## src/include/serial_port_pkg.sv

```systemverilog
// Shared constants and types of the serial port
`default_nettype none
package serial_port_pkg;

    // ****************************************
    // Register map
    // ****************************************
    localparam logic [11:0] CFG_OFFSET = 12'h000;
    localparam logic [11:0] STATUS_OFFSET = 12'h004;
    localparam logic [11:0] TXDATA_OFFSET = 12'h008;
    localparam logic [11:0] RXDATA_OFFSET = 12'h00C;
    localparam logic [11:0] WRCHECK_OFFSET = 12'h010;

    // ****************************************
    // Configuration fields
    // ****************************************
    localparam int CFG_ENABLE_BIT = 0;
    localparam int CFG_HALF_DUPLEX_BIT = 1;
    localparam int CFG_BAUD_LSB = 2;
    localparam int CFG_PARITY_LSB = 5;
    localparam int CFG_TWO_STOP_BIT = 7;
    localparam int CFG_PROTOCOL_BIT = 8;
    localparam int CFG_OUT_WP_BIT = 9;
    localparam int CFG_MEM_WP_BIT = 10;
    localparam int CFG_FLAG_BIT = 11;
    localparam int CFG_TEST_BIT = 12;
    localparam int CFG_ADDR_LSB = 16;

    // Disabled, odd, 1 stop, 1200 baud, full duplex, both protects on
    localparam logic [31:0] CFG_RESET = 32'h0000_060C;

    // ****************************************
    // Rates and timing
    // ****************************************
    localparam int CLK_HZ = 100_000_000;
    localparam int BAUD_COUNT = 8;
    localparam int BAUD_TABLE [BAUD_COUNT] = '{110, 300, 600, 1200, 2400, 4800, 9600, 19200};
    localparam int DATA_BITS = 8;
    localparam logic [7:0] TEST_PATTERN = 8'h55;

    // Write check classes
    localparam logic [1:0] WR_CLASS_NONE = 2'h0;
    localparam logic [1:0] WR_CLASS_OUTPUT = 2'h1;
    localparam logic [1:0] WR_CLASS_MEMORY = 2'h2;

    typedef enum logic [1:0] {
        PARITY_ODD,
        PARITY_EVEN,
        PARITY_NONE
    } parity_type;

    function automatic logic [23:0] bit_cycles(input logic [2:0] sel);
        bit_cycles = 24'(CLK_HZ / BAUD_TABLE[sel]);
    endfunction : bit_cycles

endpackage : serial_port_pkg
`default_nettype wire

```

## src/include/byte_stream_if.sv

```systemverilog
// Valid/ready byte stream between the port's modules
`timescale 1ns/100ps
`default_nettype none
interface byte_stream_if #(parameter int WIDTH = 8);
    logic valid;
    logic ready;
    logic [WIDTH-1:0] data;
    modport source (output valid, output data, input ready);
    modport sink (input valid, input data, output ready);
endinterface : byte_stream_if
`default_nettype wire

```

## src/hw/serial_port.sv

```systemverilog
// Serial port with modem handshake, APB registers and transmit FIFO
//
// Register access over APB and the address map were chosen for this implementation.
`timescale 1ns/100ps
`default_nettype none
// Functional notes
// - Transmit line rests at mark between and outside characters.
// - Characters go out only while own request and clear-to-send are both on; the code checks clear-to-send only before each start bit.
// - Half duplex: receiver ignores the line while request is on; a character whose start bit is already checked is still received.
// - Full duplex: request state does not affect transmitter or receiver.
// - Half duplex with request off: transmit and request drivers float.
// - Raise request first, then wait for clear-to-send before transmitting.
// - After dropping request, raise it again only after clear-to-send went off.
// - Rates 110 to 19200 baud for both directions, default 1200.
// - All port settings held in one configuration table.
// - Test mode sends a fixed symmetrical pattern continuously.
// - Output write protect rejects writes to outputs; memory write protect rejects writes to the register table.
// - Flag mode only in full duplex; otherwise disabled and error reported.
module serial_port
    import serial_port_pkg::*;
#(
    parameter int FIFO_DEPTH = 32
) (
    input wire logic clk_i,
    input wire logic sys_rst_i,
    input wire logic psel_i,
    input wire logic penable_i,
    input wire logic pwrite_i,
    input wire logic [11:0] paddr_i,
    input wire logic [31:0] pwdata_i,
    output logic [31:0] prdata_o,
    output logic pready_o,
    output logic pslverr_o,
    input wire logic receive_data_i,
    input wire logic clear_to_send_i,
    output logic transmit_data_o,
    output logic transmit_data_oe_n_o,
    output logic request_to_send_o,
    output logic request_to_send_oe_n_o,
    output logic flag_mode_active_o
);
    typedef enum logic [2:0] {
        TX_IDLE,
        TX_WAIT_CTS,
        TX_START,
        TX_DATA,
        TX_PARITY,
        TX_STOP,
        TX_WAIT_CTS_OFF
    } tx_state_type;

    typedef struct packed {
        logic [31:0] cfg;
        tx_state_type st;
        logic rts;
        logic line;
        logic [23:0] cnt;
        logic [3:0] idx;
        logic [7:0] shreg;
        logic par;
        logic stops;
        logic [7:0] rx_data;
        logic rx_full;
        logic rx_overrun;
        logic frame_err;
        logic parity_err;
        logic wr_rejected;
        logic [31:0] prdata;
    } state_type;

    state_type state_q, state_d;

    byte_stream_if #(.WIDTH(8)) tx_in ();
    byte_stream_if #(.WIDTH(8)) tx_out ();
    byte_stream_if #(.WIDTH(8)) rx_s ();

    logic port_en, half, two_stop, test_mode, flag_sel;
    logic [2:0] baud_sel;
    logic [1:0] parity_sel;
    logic [23:0] bit_len;
    logic apb_wr, apb_rd, rx_enable, rx_ferr, rx_perr, tx_busy;

    // ****************************************
    // Configuration decode
    // ****************************************
    assign port_en = state_q.cfg[CFG_ENABLE_BIT];
    assign half = state_q.cfg[CFG_HALF_DUPLEX_BIT];
    assign baud_sel = state_q.cfg[CFG_BAUD_LSB +: 3];
    assign parity_sel = state_q.cfg[CFG_PARITY_LSB +: 2];
    assign two_stop = state_q.cfg[CFG_TWO_STOP_BIT];
    assign test_mode = state_q.cfg[CFG_TEST_BIT];
    assign flag_sel = state_q.cfg[CFG_FLAG_BIT];
    assign bit_len = bit_cycles(baud_sel) - 24'h1;
    // Flag mode needs full duplex and the byte-count protocol
    assign flag_mode_active_o = flag_sel && !half && !state_q.cfg[CFG_PROTOCOL_BIT];

    // ****************************************
    // APB slave, zero wait states
    // ****************************************
    assign apb_wr = psel_i && penable_i && pwrite_i;
    assign apb_rd = psel_i && !penable_i && !pwrite_i;
    assign pready_o = 1'b1;
    assign prdata_o = state_q.prdata;
    assign pslverr_o = psel_i && penable_i && !(paddr_i inside
        {CFG_OFFSET, STATUS_OFFSET, TXDATA_OFFSET, RXDATA_OFFSET, WRCHECK_OFFSET});

    assign tx_in.valid = apb_wr && paddr_i == TXDATA_OFFSET;
    assign tx_in.data = pwdata_i[7:0];
    assign rx_s.ready = !state_q.rx_full || (apb_rd && paddr_i == RXDATA_OFFSET);

    // ****************************************
    // Line drivers
    // ****************************************
    assign transmit_data_o = state_q.line;
    assign request_to_send_o = state_q.rts;
    // Drivers float when request is off in half duplex
    assign transmit_data_oe_n_o = half && !state_q.rts;
    assign request_to_send_oe_n_o = half && !state_q.rts;
    // Request only gates reception in half duplex
    assign rx_enable = port_en && !test_mode && !(half && state_q.rts);
    assign tx_busy = state_q.st inside {TX_START, TX_DATA, TX_PARITY, TX_STOP};
    assign tx_out.ready = port_en && !test_mode && state_q.st == TX_WAIT_CTS
                          && clear_to_send_i;

    stream_fifo #(
        .WIDTH(8),
        .DEPTH(FIFO_DEPTH)
    ) u_tx_fifo (
        .clk_i(clk_i),
        .sys_rst_i(sys_rst_i),
        .in_s(tx_in),
        .out_s(tx_out)
    );

    serial_receiver u_receiver (
        .clk_i(clk_i),
        .sys_rst_i(sys_rst_i),
        .rx_i(receive_data_i),
        .enable_i(rx_enable),
        .bit_len_i(bit_len),
        .parity_i(parity_sel),
        .two_stop_i(two_stop),
        .out_s(rx_s),
        .frame_err_o(rx_ferr),
        .parity_err_o(rx_perr)
    );

    // ****************************************
    // Next state
    // ****************************************
    always_comb begin
        state_d = state_q;
        if (state_q.cnt != '0) begin
            state_d.cnt = state_q.cnt - 24'h1;
        end

        // Register writes
        if (apb_wr) begin
            case (paddr_i)
                CFG_OFFSET: state_d.cfg = pwdata_i & 32'h00FF_1FFF;
                STATUS_OFFSET: begin
                    // Write one to clear the sticky bits
                    if (pwdata_i[3]) state_d.rx_overrun = 1'b0;
                    if (pwdata_i[4]) state_d.frame_err = 1'b0;
                    if (pwdata_i[5]) state_d.parity_err = 1'b0;
                    if (pwdata_i[6]) state_d.wr_rejected = 1'b0;
                end
                WRCHECK_OFFSET: begin
                    // Protocol layer asks before applying a host write
                    if ((pwdata_i[1:0] == WR_CLASS_OUTPUT && state_q.cfg[CFG_OUT_WP_BIT])
                        || (pwdata_i[1:0] == WR_CLASS_MEMORY && state_q.cfg[CFG_MEM_WP_BIT])) begin
                        state_d.wr_rejected = 1'b1;
                    end
                end
                default: ;
            endcase
        end

        // Register reads, captured in setup phase
        if (apb_rd) begin
            case (paddr_i)
                CFG_OFFSET: state_d.prdata = state_q.cfg;
                STATUS_OFFSET: state_d.prdata = {24'h0, half && flag_sel, state_q.wr_rejected,
                    state_q.parity_err, state_q.frame_err, state_q.rx_overrun,
                    state_q.rx_full, !tx_in.ready, tx_busy || tx_out.valid};
                RXDATA_OFFSET: begin
                    state_d.prdata = {24'h0, state_q.rx_data};
                    state_d.rx_full = 1'b0;
                end
                default: state_d.prdata = 32'h0;
            endcase
        end

        // Receive holding register; set wins over the read clear
        if (rx_s.valid) begin
            if (rx_s.ready) begin
                state_d.rx_data = rx_s.data;
                state_d.rx_full = 1'b1;
            end else begin
                state_d.rx_overrun = 1'b1;
            end
        end
        if (rx_ferr) state_d.frame_err = 1'b1;
        if (rx_perr) state_d.parity_err = 1'b1;

        // Transmit sequencer
        case (state_q.st)
            TX_IDLE: begin
                state_d.line = 1'b1;
                if (port_en && (tx_out.valid || test_mode)) begin
                    state_d.rts = 1'b1;
                    state_d.st = TX_WAIT_CTS;
                end
            end
            TX_WAIT_CTS: begin
                // Nothing is sent until clear-to-send answers
                if (clear_to_send_i && (tx_out.valid || test_mode)) begin
                    state_d.shreg = test_mode ? TEST_PATTERN : tx_out.data;
                    state_d.st = TX_START;
                    state_d.cnt = bit_len;
                    state_d.line = 1'b0;
                end else if (!tx_out.valid && !test_mode) begin
                    state_d.rts = 1'b0;
                    state_d.st = TX_WAIT_CTS_OFF;
                end
            end
            TX_START: begin
                if (state_q.cnt == '0) begin
                    state_d.st = TX_DATA;
                    state_d.idx = 4'h0;
                    state_d.par = 1'b0;
                    state_d.cnt = bit_len;
                    state_d.line = state_q.shreg[0];
                end
            end
            TX_DATA: begin
                if (state_q.cnt == '0) begin
                    state_d.cnt = bit_len;
                    state_d.par = state_q.par ^ state_q.shreg[0];
                    state_d.shreg = {1'b0, state_q.shreg[7:1]};
                    state_d.idx = state_q.idx + 4'h1;
                    state_d.line = state_q.shreg[1];
                    if (state_q.idx == 4'(DATA_BITS - 1)) begin
                        state_d.stops = two_stop;
                        if (parity_sel == 2'(PARITY_NONE)) begin
                            state_d.st = TX_STOP;
                            state_d.line = 1'b1;
                        end else begin
                            state_d.st = TX_PARITY;
                            state_d.line = (state_q.par ^ state_q.shreg[0])
                                           ^ (parity_sel == 2'(PARITY_ODD));
                        end
                    end
                end
            end
            TX_PARITY: begin
                if (state_q.cnt == '0) begin
                    state_d.cnt = bit_len;
                    state_d.st = TX_STOP;
                    state_d.line = 1'b1;
                end
            end
            TX_STOP: begin
                if (state_q.cnt == '0) begin
                    state_d.cnt = bit_len;
                    if (state_q.stops) begin
                        state_d.stops = 1'b0;
                    end else if (half && !tx_out.valid && !test_mode) begin
                        // Last stop bit is fully out
                        state_d.rts = 1'b0;
                        state_d.st = TX_WAIT_CTS_OFF;
                    end else begin
                        // Request stays up while more data or test mode is pending; in full duplex TX_WAIT_CTS drops it otherwise
                        state_d.st = TX_WAIT_CTS;
                    end
                end
            end
            TX_WAIT_CTS_OFF: begin
                state_d.line = 1'b1;
                // No new request before clear-to-send dropped
                if (!clear_to_send_i) begin
                    state_d.st = TX_IDLE;
                end
            end
            default: state_d.st = TX_IDLE;
        endcase

        // Port disable aborts any character and drops request
        if (!port_en && state_q.st != TX_IDLE && state_q.st != TX_WAIT_CTS_OFF) begin
            state_d.rts = 1'b0;
            state_d.line = 1'b1;
            state_d.st = TX_WAIT_CTS_OFF;
        end
    end

    always_ff @(posedge clk_i) begin
        if (sys_rst_i) begin
            state_q <= '0;
            state_q.cfg <= CFG_RESET;
            state_q.line <= 1'b1;
            state_q.st <= TX_IDLE;
        end else begin
            state_q <= state_d;
        end
    end
endmodule : serial_port
`default_nettype wire

```

## src/hw/stream_fifo.sv

```systemverilog
// Synchronous FIFO with valid/ready on both sides
`timescale 1ns/100ps
`default_nettype none
module stream_fifo #(
    parameter int WIDTH = 8,
    parameter int DEPTH = 32
) (
    input wire logic clk_i,
    input wire logic sys_rst_i,
    byte_stream_if.sink in_s,
    byte_stream_if.source out_s
);
    localparam int AW = $clog2(DEPTH);

    typedef struct packed {
        logic [AW-1:0] wr_ptr;
        logic [AW-1:0] rd_ptr;
        logic [AW:0] count;
    } state_type;

    state_type state_q, state_d;
    logic [WIDTH-1:0] mem [DEPTH];
    logic push, pop;

    assign in_s.ready = (state_q.count != (AW+1)'(DEPTH));
    assign out_s.valid = (state_q.count != '0);
    assign out_s.data = mem[state_q.rd_ptr];
    assign push = in_s.valid && in_s.ready;
    assign pop = out_s.valid && out_s.ready;

    always_comb begin
        state_d = state_q;
        if (push) begin
            state_d.wr_ptr = AW'((32'(state_q.wr_ptr) + 1) % DEPTH);
        end
        if (pop) begin
            state_d.rd_ptr = AW'((32'(state_q.rd_ptr) + 1) % DEPTH);
        end
        state_d.count = state_q.count + (AW+1)'(push) - (AW+1)'(pop);
    end

    always_ff @(posedge clk_i) begin
        if (sys_rst_i) begin
            state_q <= '0;
        end else begin
            state_q <= state_d;
        end
        if (push) begin
            mem[state_q.wr_ptr] <= in_s.data;
        end
    end
endmodule : stream_fifo
`default_nettype wire

```

## src/hw/serial_receiver.sv

```systemverilog
// Character receiver with mid-bit sampling
`timescale 1ns/100ps
`default_nettype none
module serial_receiver
    import serial_port_pkg::*;
(
    input wire logic clk_i,
    input wire logic sys_rst_i,
    input wire logic rx_i,
    input wire logic enable_i,
    input wire logic [23:0] bit_len_i,
    input wire logic [1:0] parity_i,
    input wire logic two_stop_i,
    byte_stream_if.source out_s,
    output logic frame_err_o,
    output logic parity_err_o
);
    typedef enum logic [2:0] {
        RX_IDLE,
        RX_START,
        RX_DATA,
        RX_PARITY,
        RX_STOP
    } rx_state_type;

    typedef struct packed {
        rx_state_type st;
        logic [23:0] cnt;
        logic [3:0] idx;
        logic [7:0] shreg;
        logic par;
        logic stops;
        logic [7:0] data;
        logic valid;
        logic ferr;
        logic perr;
    } state_type;

    state_type state_q, state_d;

    assign out_s.valid = state_q.valid;
    assign out_s.data = state_q.data;
    assign frame_err_o = state_q.ferr;
    assign parity_err_o = state_q.perr;

    always_comb begin
        state_d = state_q;
        state_d.ferr = 1'b0;
        state_d.perr = 1'b0;
        if (out_s.ready) begin
            state_d.valid = 1'b0;
        end
        if (state_q.cnt != '0) begin
            state_d.cnt = state_q.cnt - 24'h1;
        end
        case (state_q.st)
            RX_IDLE: begin
                // Receiver gated off while transmitting in half duplex
                if (enable_i && !rx_i) begin
                    state_d.st = RX_START;
                    state_d.cnt = bit_len_i >> 1;
                end
            end
            RX_START: begin
                if (state_q.cnt == '0) begin
                    state_d.st = rx_i ? RX_IDLE : RX_DATA;
                    state_d.cnt = bit_len_i;
                    state_d.idx = 4'h0;
                    state_d.par = 1'b0;
                end
            end
            RX_DATA: begin
                if (state_q.cnt == '0) begin
                    // Least significant bit arrives first
                    state_d.shreg = {rx_i, state_q.shreg[7:1]};
                    state_d.par = state_q.par ^ rx_i;
                    state_d.cnt = bit_len_i;
                    state_d.idx = state_q.idx + 4'h1;
                    if (state_q.idx == 4'(DATA_BITS - 1)) begin
                        state_d.st = (parity_i == 2'(PARITY_NONE)) ? RX_STOP : RX_PARITY;
                        state_d.stops = two_stop_i;
                    end
                end
            end
            RX_PARITY: begin
                if (state_q.cnt == '0) begin
                    state_d.perr = (state_q.par ^ rx_i) != (parity_i == 2'(PARITY_ODD));
                    state_d.cnt = bit_len_i;
                    state_d.st = RX_STOP;
                    state_d.stops = two_stop_i;
                end
            end
            RX_STOP: begin
                if (state_q.cnt == '0) begin
                    state_d.cnt = bit_len_i;
                    if (!rx_i) begin
                        state_d.ferr = 1'b1;
                        state_d.st = RX_IDLE;
                    end else if (state_q.stops) begin
                        state_d.stops = 1'b0;
                    end else begin
                        state_d.st = RX_IDLE;
                        state_d.data = state_q.shreg;
                        state_d.valid = 1'b1;
                    end
                end
            end
            default: state_d.st = RX_IDLE;
        endcase
        if (!enable_i && state_q.st == RX_START) begin
            state_d.st = RX_IDLE;
        end
    end

    always_ff @(posedge clk_i) begin
        if (sys_rst_i) begin
            state_q <= '0;
        end else begin
            state_q <= state_d;
        end
    end
endmodule : serial_receiver
`default_nettype wire

```

## config.mk

```make
export PLATFORM = sky130hd
export DESIGN_NAME = serial_port
export DESIGN_NICKNAME = d
export VERILOG_FILES = /design/src/include/serial_port_pkg.sv /design/src/include/byte_stream_if.sv /design/src/hw/serial_port.sv /design/src/hw/stream_fifo.sv /design/src/hw/serial_receiver.sv
export SDC_FILE = /design/constraint.sdc
export NUM_CORES = 1
export LEC_CHECK = 0
export BUFFER_PORTS_ARGS = -buffer_cell sky130_fd_sc_hd__buf_2
export CAP_MARGIN = 20
export CELL_PAD_IN_SITES_DETAIL_PLACEMENT = 0
export CELL_PAD_IN_SITES_GLOBAL_PLACEMENT = 1
export CORE_ASPECT_RATIO = 1.2
export CORE_UTILIZATION = 30
export CTS_CLUSTER_SIZE = 10
export DETAILED_ROUTE_END_ITERATION = 10
export GPL_TIMING_DRIVEN = 1
export PLACE_DENSITY_LB_ADDON = 0.1
export SYNTH_ARGS = -nofsm -noshare
export SYNTH_HDL_FRONTEND = slang
export SYNTH_SLANG_ARGS = --single-unit
```

## constraint.sdc

```tcl
create_clock -name clk_i -period 87.8 [get_ports clk_i]
set_input_delay 4.39 -clock clk_i [delete_from_list [all_inputs] [get_ports clk_i]]
set_output_delay 4.39 -clock clk_i [all_outputs]
set_load 0.005 [all_outputs]
```

* Word-level counts from Yosys, hierarchy flattened *
Memory sizes are Yosys's and may differ from the RTL's. A register that Yosys moved wholly into a read port is not among the register bits.
Index checks and enable logic that the tools add are counted.

storage, ports and cells
  flip-flop bits (word level) = 177
  RAM bits = 256
  bits in read-only memories = 256
  input port bits = 51
  memories = 2

operators by class
  $add $sub $neg = 9
  div/mod/pow operators = 1
  order comparisons = 1
  equal/unequal tests = 54
  mux-type cells = 82
  bitwise gates (word level) = 8
  reduce and logical (&&, ||, !) cells = 95

memory list
  memory           words  bits a word  rd ports  clocked after Yosys merged registers in  wr ports  line                   source
  (no name shown)  8      32           1         0                                        0         serial_port_pkg.sv:53  bit_cycles = 24'(CLK_HZ / BAUD_TABLE[sel]);
  u_tx_fifo.mem    32     8            1         1                                        1         stream_fifo.sv:22      logic [WIDTH-1:0] mem [DEPTH];

operators by type and width
  cell                    count
  $pmux 24 s5             2
  $mux 27                 3
  $mux 24                 3
  $pmux 24 s3             1
  $sub 24x1->24 const B   3
  $mux 32                 2
  $mux 25                 2
  $logic_not 24->1        2
  $reduce_bool 24->1      2
  $mux 41                 1
  $mux 39                 1
  $mux 3                  12
  $div 28x32->32 const A  1
  $mux 31                 1
  $ne 2x1->1 const B      15
  $logic_and 1x1->1       29
  $mux 29                 1
  $mux 1                  25
  $eq 12x4->1 const B     2
  $reduce_bool 2->1       11
  $pmux 3 s7              1
  $mux 4                  5
  $ne 3x1->1 const B      6
  $reduce_and 9->1        2
  51 further kinds        117

* Longest topological paths before layout *
  word-level depth = 10
  gate-level depth with buffers = 335
  gate-level depth less buffers = 299

* Hierarchy *
From an unflattened synthesis, not the netlist that was laid out.

second synthesis, totals
  cells, all modules = 4992
  area total of the unflattened synthesis = 41715.0 µm²

modules (own cells, without submodules)
  module           times used  cells each  area each (µm²)  seq. area each (µm²)
  serial_port      1           4011        27832.9          1961.9
  stream_fifo      1           615         11038.1          8107.8
  serial_receiver  1           366         2844.0           1041.0

* Worst setup path after synthesis *
Ideal clock, no wire load.

  kind = register to register
  start = reg state_q (netlist bit baud_sel[1])
  end = reg u_receiver.state_q[38] (netlist name)
  data arrival time = 61.083 ns
  setup slack = 26.590 ns
  stages on the path, launching flop included = 318
  buffers on the path = 36
  clock period less this slack = 61.210 ns
  cell sequence = dfxtp_1 -> clkbuf_1 -> clkinv_1 -> ha_1 -> nand2b_1 -> buf_6 -> buf_4 -> clkbuf_1 -> buf_4 -> clkbuf_1 -> ha_1 -> clkbuf_1 -> nand4b_1 -> nor2_1 -> ha_1 -> ha_1 -> a21oi_1 -> nor2_1 -> [282 not listed] -> a31oi_1 -> buf_2 -> nand2_1 -> clkbuf_1 -> a21oi_1 -> ha_1 -> a21o_1 -> a21oi_1 -> nor2b_1 -> o21ai_0 -> nand2b_1 -> a21oi_1 -> o221ai_1 -> nor2_1 -> o311ai_4 -> nor3_4 -> a311oi_1 -> or3b_1

between the ends
  word-level cells in the longest chain between the ends = 8
  elaborated cells on any way between the ends = 12
  classes of those cells = add/sub (1); div (1); mux (8); bitwise (1); memory (1)

ends and longest elaborated chain
  element                                       line                    source
  start: declaration                            serial_port.sv:71       state_type state_q, state_d;
  start signal: assignment                      serial_port.sv:303      state_q <= state_d;
  $not 3->4 (implied by the code) *             serial_port_pkg.sv:53
  $mem_v2 8x32 *                                -
  $mux 32 (implied by the code) * (2 in a row)  serial_port_pkg.sv:53
  $div 28x32->32 *                              serial_port_pkg.sv:53
  $sub 24x1->24 *                               serial_port.sv:93       assign bit_len = bit_cycles(baud_sel) - 24'h1;
  $mux 27 (tied with other cells)               serial_receiver.sv:94   if (state_q.cnt == '0) begin
  $pmux 24 s5 *                                 serial_receiver.sv:56   case (state_q.st)
  end signal: assignment                        serial_receiver.sv:119  state_q <= state_d;
  end: declaration                              serial_receiver.sv:39   state_type state_q, state_d;

Mark *: on every way between the ends. The rest lies on a longest branch, timed or not. The select of a mux whose other input is x is not followed.
A chain may end at the register's enable or synchronous reset.

* Worst setup path after layout *
  start = reg state_q (netlist bit baud_sel[1])
  end = reg state_q[59] (netlist name)

between the ends
  word-level cells in the longest chain between the ends = 8
  elaborated cells on any way between the ends = 12
  classes of those cells = add/sub (1); div (1); mux (8); bitwise (1); memory (1)

ends and longest elaborated chain
  element                                       line                   source
  $not 3->4 (implied by the code) *             serial_port_pkg.sv:53
  $mem_v2 8x32 *                                -
  $mux 32 (implied by the code) * (2 in a row)  serial_port_pkg.sv:53
  $div 28x32->32 *                              serial_port_pkg.sv:53
  $sub 24x1->24 *                               serial_port.sv:93
  $mux 24 (tied with other cells)               serial_port.sv:264     if (state_q.cnt == '0) begin
  $pmux 24 s5 *                                 serial_port.sv:207     case (state_q.st)

Marked as above.

==> flow_summary.yaml <==
run_status:
  run_status: "complete, no violations"
synth:
  synth.yosys.seq_area_share: 0.270
  dominant_combinational_cell_family_by_area_after_synthesis: "compound AO/OA/AOI/OAI gates"
  synthArstFlopShare: 0
  yosys-top-cells-area: "sky130_fd_sc_hd__edfxtp_1 (19%), sky130_fd_sc_hd__dfxtp_1 (8.3%), sky130_fd_sc_hd__ha_1 (7.7%), sky130_fd_sc_hd__nor2_1 (4.9%), sky130_fd_sc_hd__a21oi_1 (4.6%)"
  syn_area_per_cell_sq_um: 8.45
  synthDistinctLibCells: 148
  synth.area.mux_share: 0.0760
  yosys-top-cells-count: "sky130_fd_sc_hd__nor2_1 (541), sky130_fd_sc_hd__nand2_1 (481), sky130_fd_sc_hd__a21oi_1 (380), sky130_fd_sc_hd__edfxtp_1 (256), sky130_fd_sc_hd__ha_1 (254)"
  cell_with_the_most_instances_after_synthesis: "sky130_fd_sc_hd__nor2_1"
  synth_adder_area_share: 0.0776
  synthesis.instances: 4879
  synth_area_sq_um: 41200
  yosys_warnings: 0
  synth_area_leader_cell: "sky130_fd_sc_hd__edfxtp_1"
  synth_enable_flop_cells: 256
  synth-xor-area-share: 0.0656
  synth_largest_type_area_fraction: 0.187
  postSynth.topFlopCell: "sky130_fd_sc_hd__edfxtp_1"
  synth_compound_gate_area_share: 0.242
  synth-simple-area-share: 0.224
  synth-seq-cells: 427
place:
  placer_congestion_estimate: 0.906
  post-place-cells: 6565
  io_buffers: 66
  post-dp-hpwl_mm: 131
setup_path:
  worstReg2RegStart: "baud_sel[1]"
  crit_path_top_delay_cell: "sky130_fd_sc_hd__or4b_1"
  ff2ff_path_depth: 292
  crit_path_start_kind: "flip-flop"
  critPathTopFamily: "compound AO/OA/AOI/OAI gates"
  critical_path_rt_ns: 88.29
  cp_max_fo: 34
  crit_path_end_kind: "flip-flop"
  timing.critical_path.mode_cell: "sky130_fd_sc_hd__a21oi_1"
  r2r_setup_slack_ns: 12.29
  reg2reg_to: "state_q[59]"
  worstSetupPathType: "reg -> reg"
  cp.arrival_ns: 75.99
  cp.depth: 292
  bufs_and_invs_on_worst_path: 16
  critical_path.max_stage_delay_ns: 0.84
sta:
  fin_skew_ns: 0.0297
  timing_max_transition_violations_final: 0
  timing.final.setup_violations: 0
  final_hold_viol_count: 0
  min_period_ns: 75.51
  finalCritPeriodShare: 0.860
  max-slew-margin-rel: 0.207
  grt_setup_unrepaired: "no"
  fmax_mhz: 13.2
  slew_at_the_pin_closest_to_its_max_slew_limit_ns: 1.19
  fin_tns_setup_ns: 0
floorplanning:
  die_x_um: 340
  boundaryPins: 90
  die_area_sq_um: 139000
  placeableCoreArea_sq_um: 136000
  fp.dieH_um: 408
  num_rows: 148
  floorplan.initialDensity: 0.303
route:
  detail_route.vias_per_cell: 5.79
  drc: 0
  wl_mm: 176
  via_count: 38500
  drt-wirelength-per-cell_um: 26.5
  drt_first_iter_violations: 2740
  route.antenna.remaining_nets: 0
  number_of_detailed_routing_iterations_run_before_antenna_repair: 7
global_route:
  gr-usage-met3: 0.0183
  grt_overflow: 0
  met1_usage_in_global_routing: 0.304
  grt_first_pass_wirelength_mm: 258
  grt_start_max_net_pins: 80
  met2_usage: 0.446
  grt_antenna_before_repair: 5
  groute.usage.overall: 0.246
  number_of_global_route_vias_before_repair: 38100
  grt.busiest_layer: "met2"
clock_tree:
  clk_root_buffer_cell: "sky130_fd_sc_hd__clkbuf_16"
  post-cts-setup-buffers: 0
  postCtsResizedCells: 0
  worst_setup_hold_path_clk_slew_ns: 0.07
  clockBufferDepth: 3
  holdBufCountCts: 0
  cts_made_buffers: 48
  cts_tree: "done"
  cts.sink_count: 427
  clk_latency_ns: 0.60
  h-tree-depth: 2
layout:
  area_delta_synth_final_pct: 8.39
  area.sequential_sq_um: 11100
  post_layout_instance_count_excluding_filler_cells: 6642
  layout.nets: 5122
  num-fill-cells: 14600
  drive_above_1_share: 0.113
  multi_input_combinational_cell_area_sq_um: 28400
worst_hold_path:
  min_path_cells: 2
  min_delay_worst_endpoint: "state_q[33]"
  holdCritStartpoint: "u_receiver.parity_err_o"
  class_of_the_worst_hold_path: "reg -> reg"
run:
  timing.max_cap.violations: 0
==> layout by cell type (no fill, tap or decap), types with 60 or more instances in the layout <==
cell type	Yosys	layout
sky130_fd_sc_hd__ha_1	254	249
sky130_fd_sc_hd__a31oi_1	71	70
sky130_fd_sc_hd__inv_1	98	95
sky130_fd_sc_hd__nand3_1	134	134
sky130_fd_sc_hd__a211oi_1	66	66
sky130_fd_sc_hd__nand4_1	60	60
sky130_fd_sc_hd__xnor2_1	212	211
sky130_fd_sc_hd__dfxtp_1	171	168
sky130_fd_sc_hd__buf_4	70	101
sky130_fd_sc_hd__mux2i_1	71	71
sky130_fd_sc_hd__a21o_1	113	113
sky130_fd_sc_hd__o21ai_0	236	236
sky130_fd_sc_hd__nor3_1	117	115
sky130_fd_sc_hd__buf_2	24	66
sky130_fd_sc_hd__xor2_1	93	93
sky130_fd_sc_hd__a21oi_1	380	374
sky130_fd_sc_hd__edfxtp_1	256	256
sky130_fd_sc_hd__mux4_2	80	80
sky130_fd_sc_hd__nand2_1	481	479
sky130_fd_sc_hd__nor2_1	541	539
sky130_fd_sc_hd__and3_1	61	61
==> metal layers <==
layer  vias to the layer above  part of all wire
met5                         -           0.00024
met4                         6             0.036
met3                       243             0.036
met2                       929              0.50
met1                     19000              0.43
li1                      18300                 -
==> cells by family after synthesis <==
| kind of cell | after synthesis |
|---|---|
| AOI/OAI and AO/OA | 1447 |
| xor gates and xnor gates | 307 |
| adders and majority gates | 255 |
| buffers and inverters | 394 |
| DFF | 427 |
| muxes | 204 |
| other | 2 |
| and+or+nand+nor | 1843 |
==> worst min-delay path, cell delays in order (launching register included) <==
cell,delay (ns)
sky130_fd_sc_hd__dfxtp_1,0.31
sky130_fd_sc_hd__a21oi_1,0.04
sky130_fd_sc_hd__nor2_1,0.07
==> worst max-delay path by stage <==
stage	to	slack, ns	startpoint
4_1_cts	state_q[59]	12.72	baud_sel[1]
3_3_place_gp	state_q[59]	12.79	baud_sel[1]
5_1_grt	state_q[59]	7.06	baud_sel[1]
2_1_floorplan	u_receiver.state_q[38]	26.59	baud_sel[1]
3_5_place_dp	state_q[59]	13.06	baud_sel[1]
6_report	state_q[59]	12.29	baud_sel[1]
==> registers in the layout (all words and copies together), names as in the netlist, named ones only <==
register                 cells
transmit_data_o              1
request_to_send_o            1
parity_sel                   2
u_receiver.state_q          41
u_receiver.out_s.data        8
prdata_o                    21
u_tx_fifo.mem              256
state_q                     67
u_receiver.out_s.valid       1
flag_sel                     1
u_receiver.parity_err_o      1
half                         1
baud_sel                     3
port_en                      1
u_tx_fifo.state_q           16
u_receiver.frame_err_o       1
==> layout make-up <==
class,count,share of cell area
inverter,102,0.00857
clock inverter,4,0.00165
antenna,1,0.0000560
multi-input combinational,4068,0.637
tap,1800,0.0504
clock buffer,71,0.0288
sequential,427,0.249
timing repair buffer,169,0.0251
==> stage by stage <==
| stage | worst slack [ns] | hold WS, ns | utilization | instance area, sq um |
|---|---|---|---|---|
| 6_report | 12.29 | 0.444 | 0.329 | 44700 |
| 3_5_place_dp | 13.06 | 0.430 | 0.319 | 43300 |
| 5_1_grt | 7.06 | 0.474 | 0.329 | 44700 |
| 3_3_place_gp | 12.79 | 0.437 | 0.319 | 43300 |
| 4_1_cts | 12.72 | 0.456 | 0.329 | 44700 |
| 2_1_floorplan | 26.59 | 0.413 | - | 41300 |
Power is left out: the tool's default activity adds up to more than one toggle a clock period on the data nets, which glitch-free logic cannot reach.
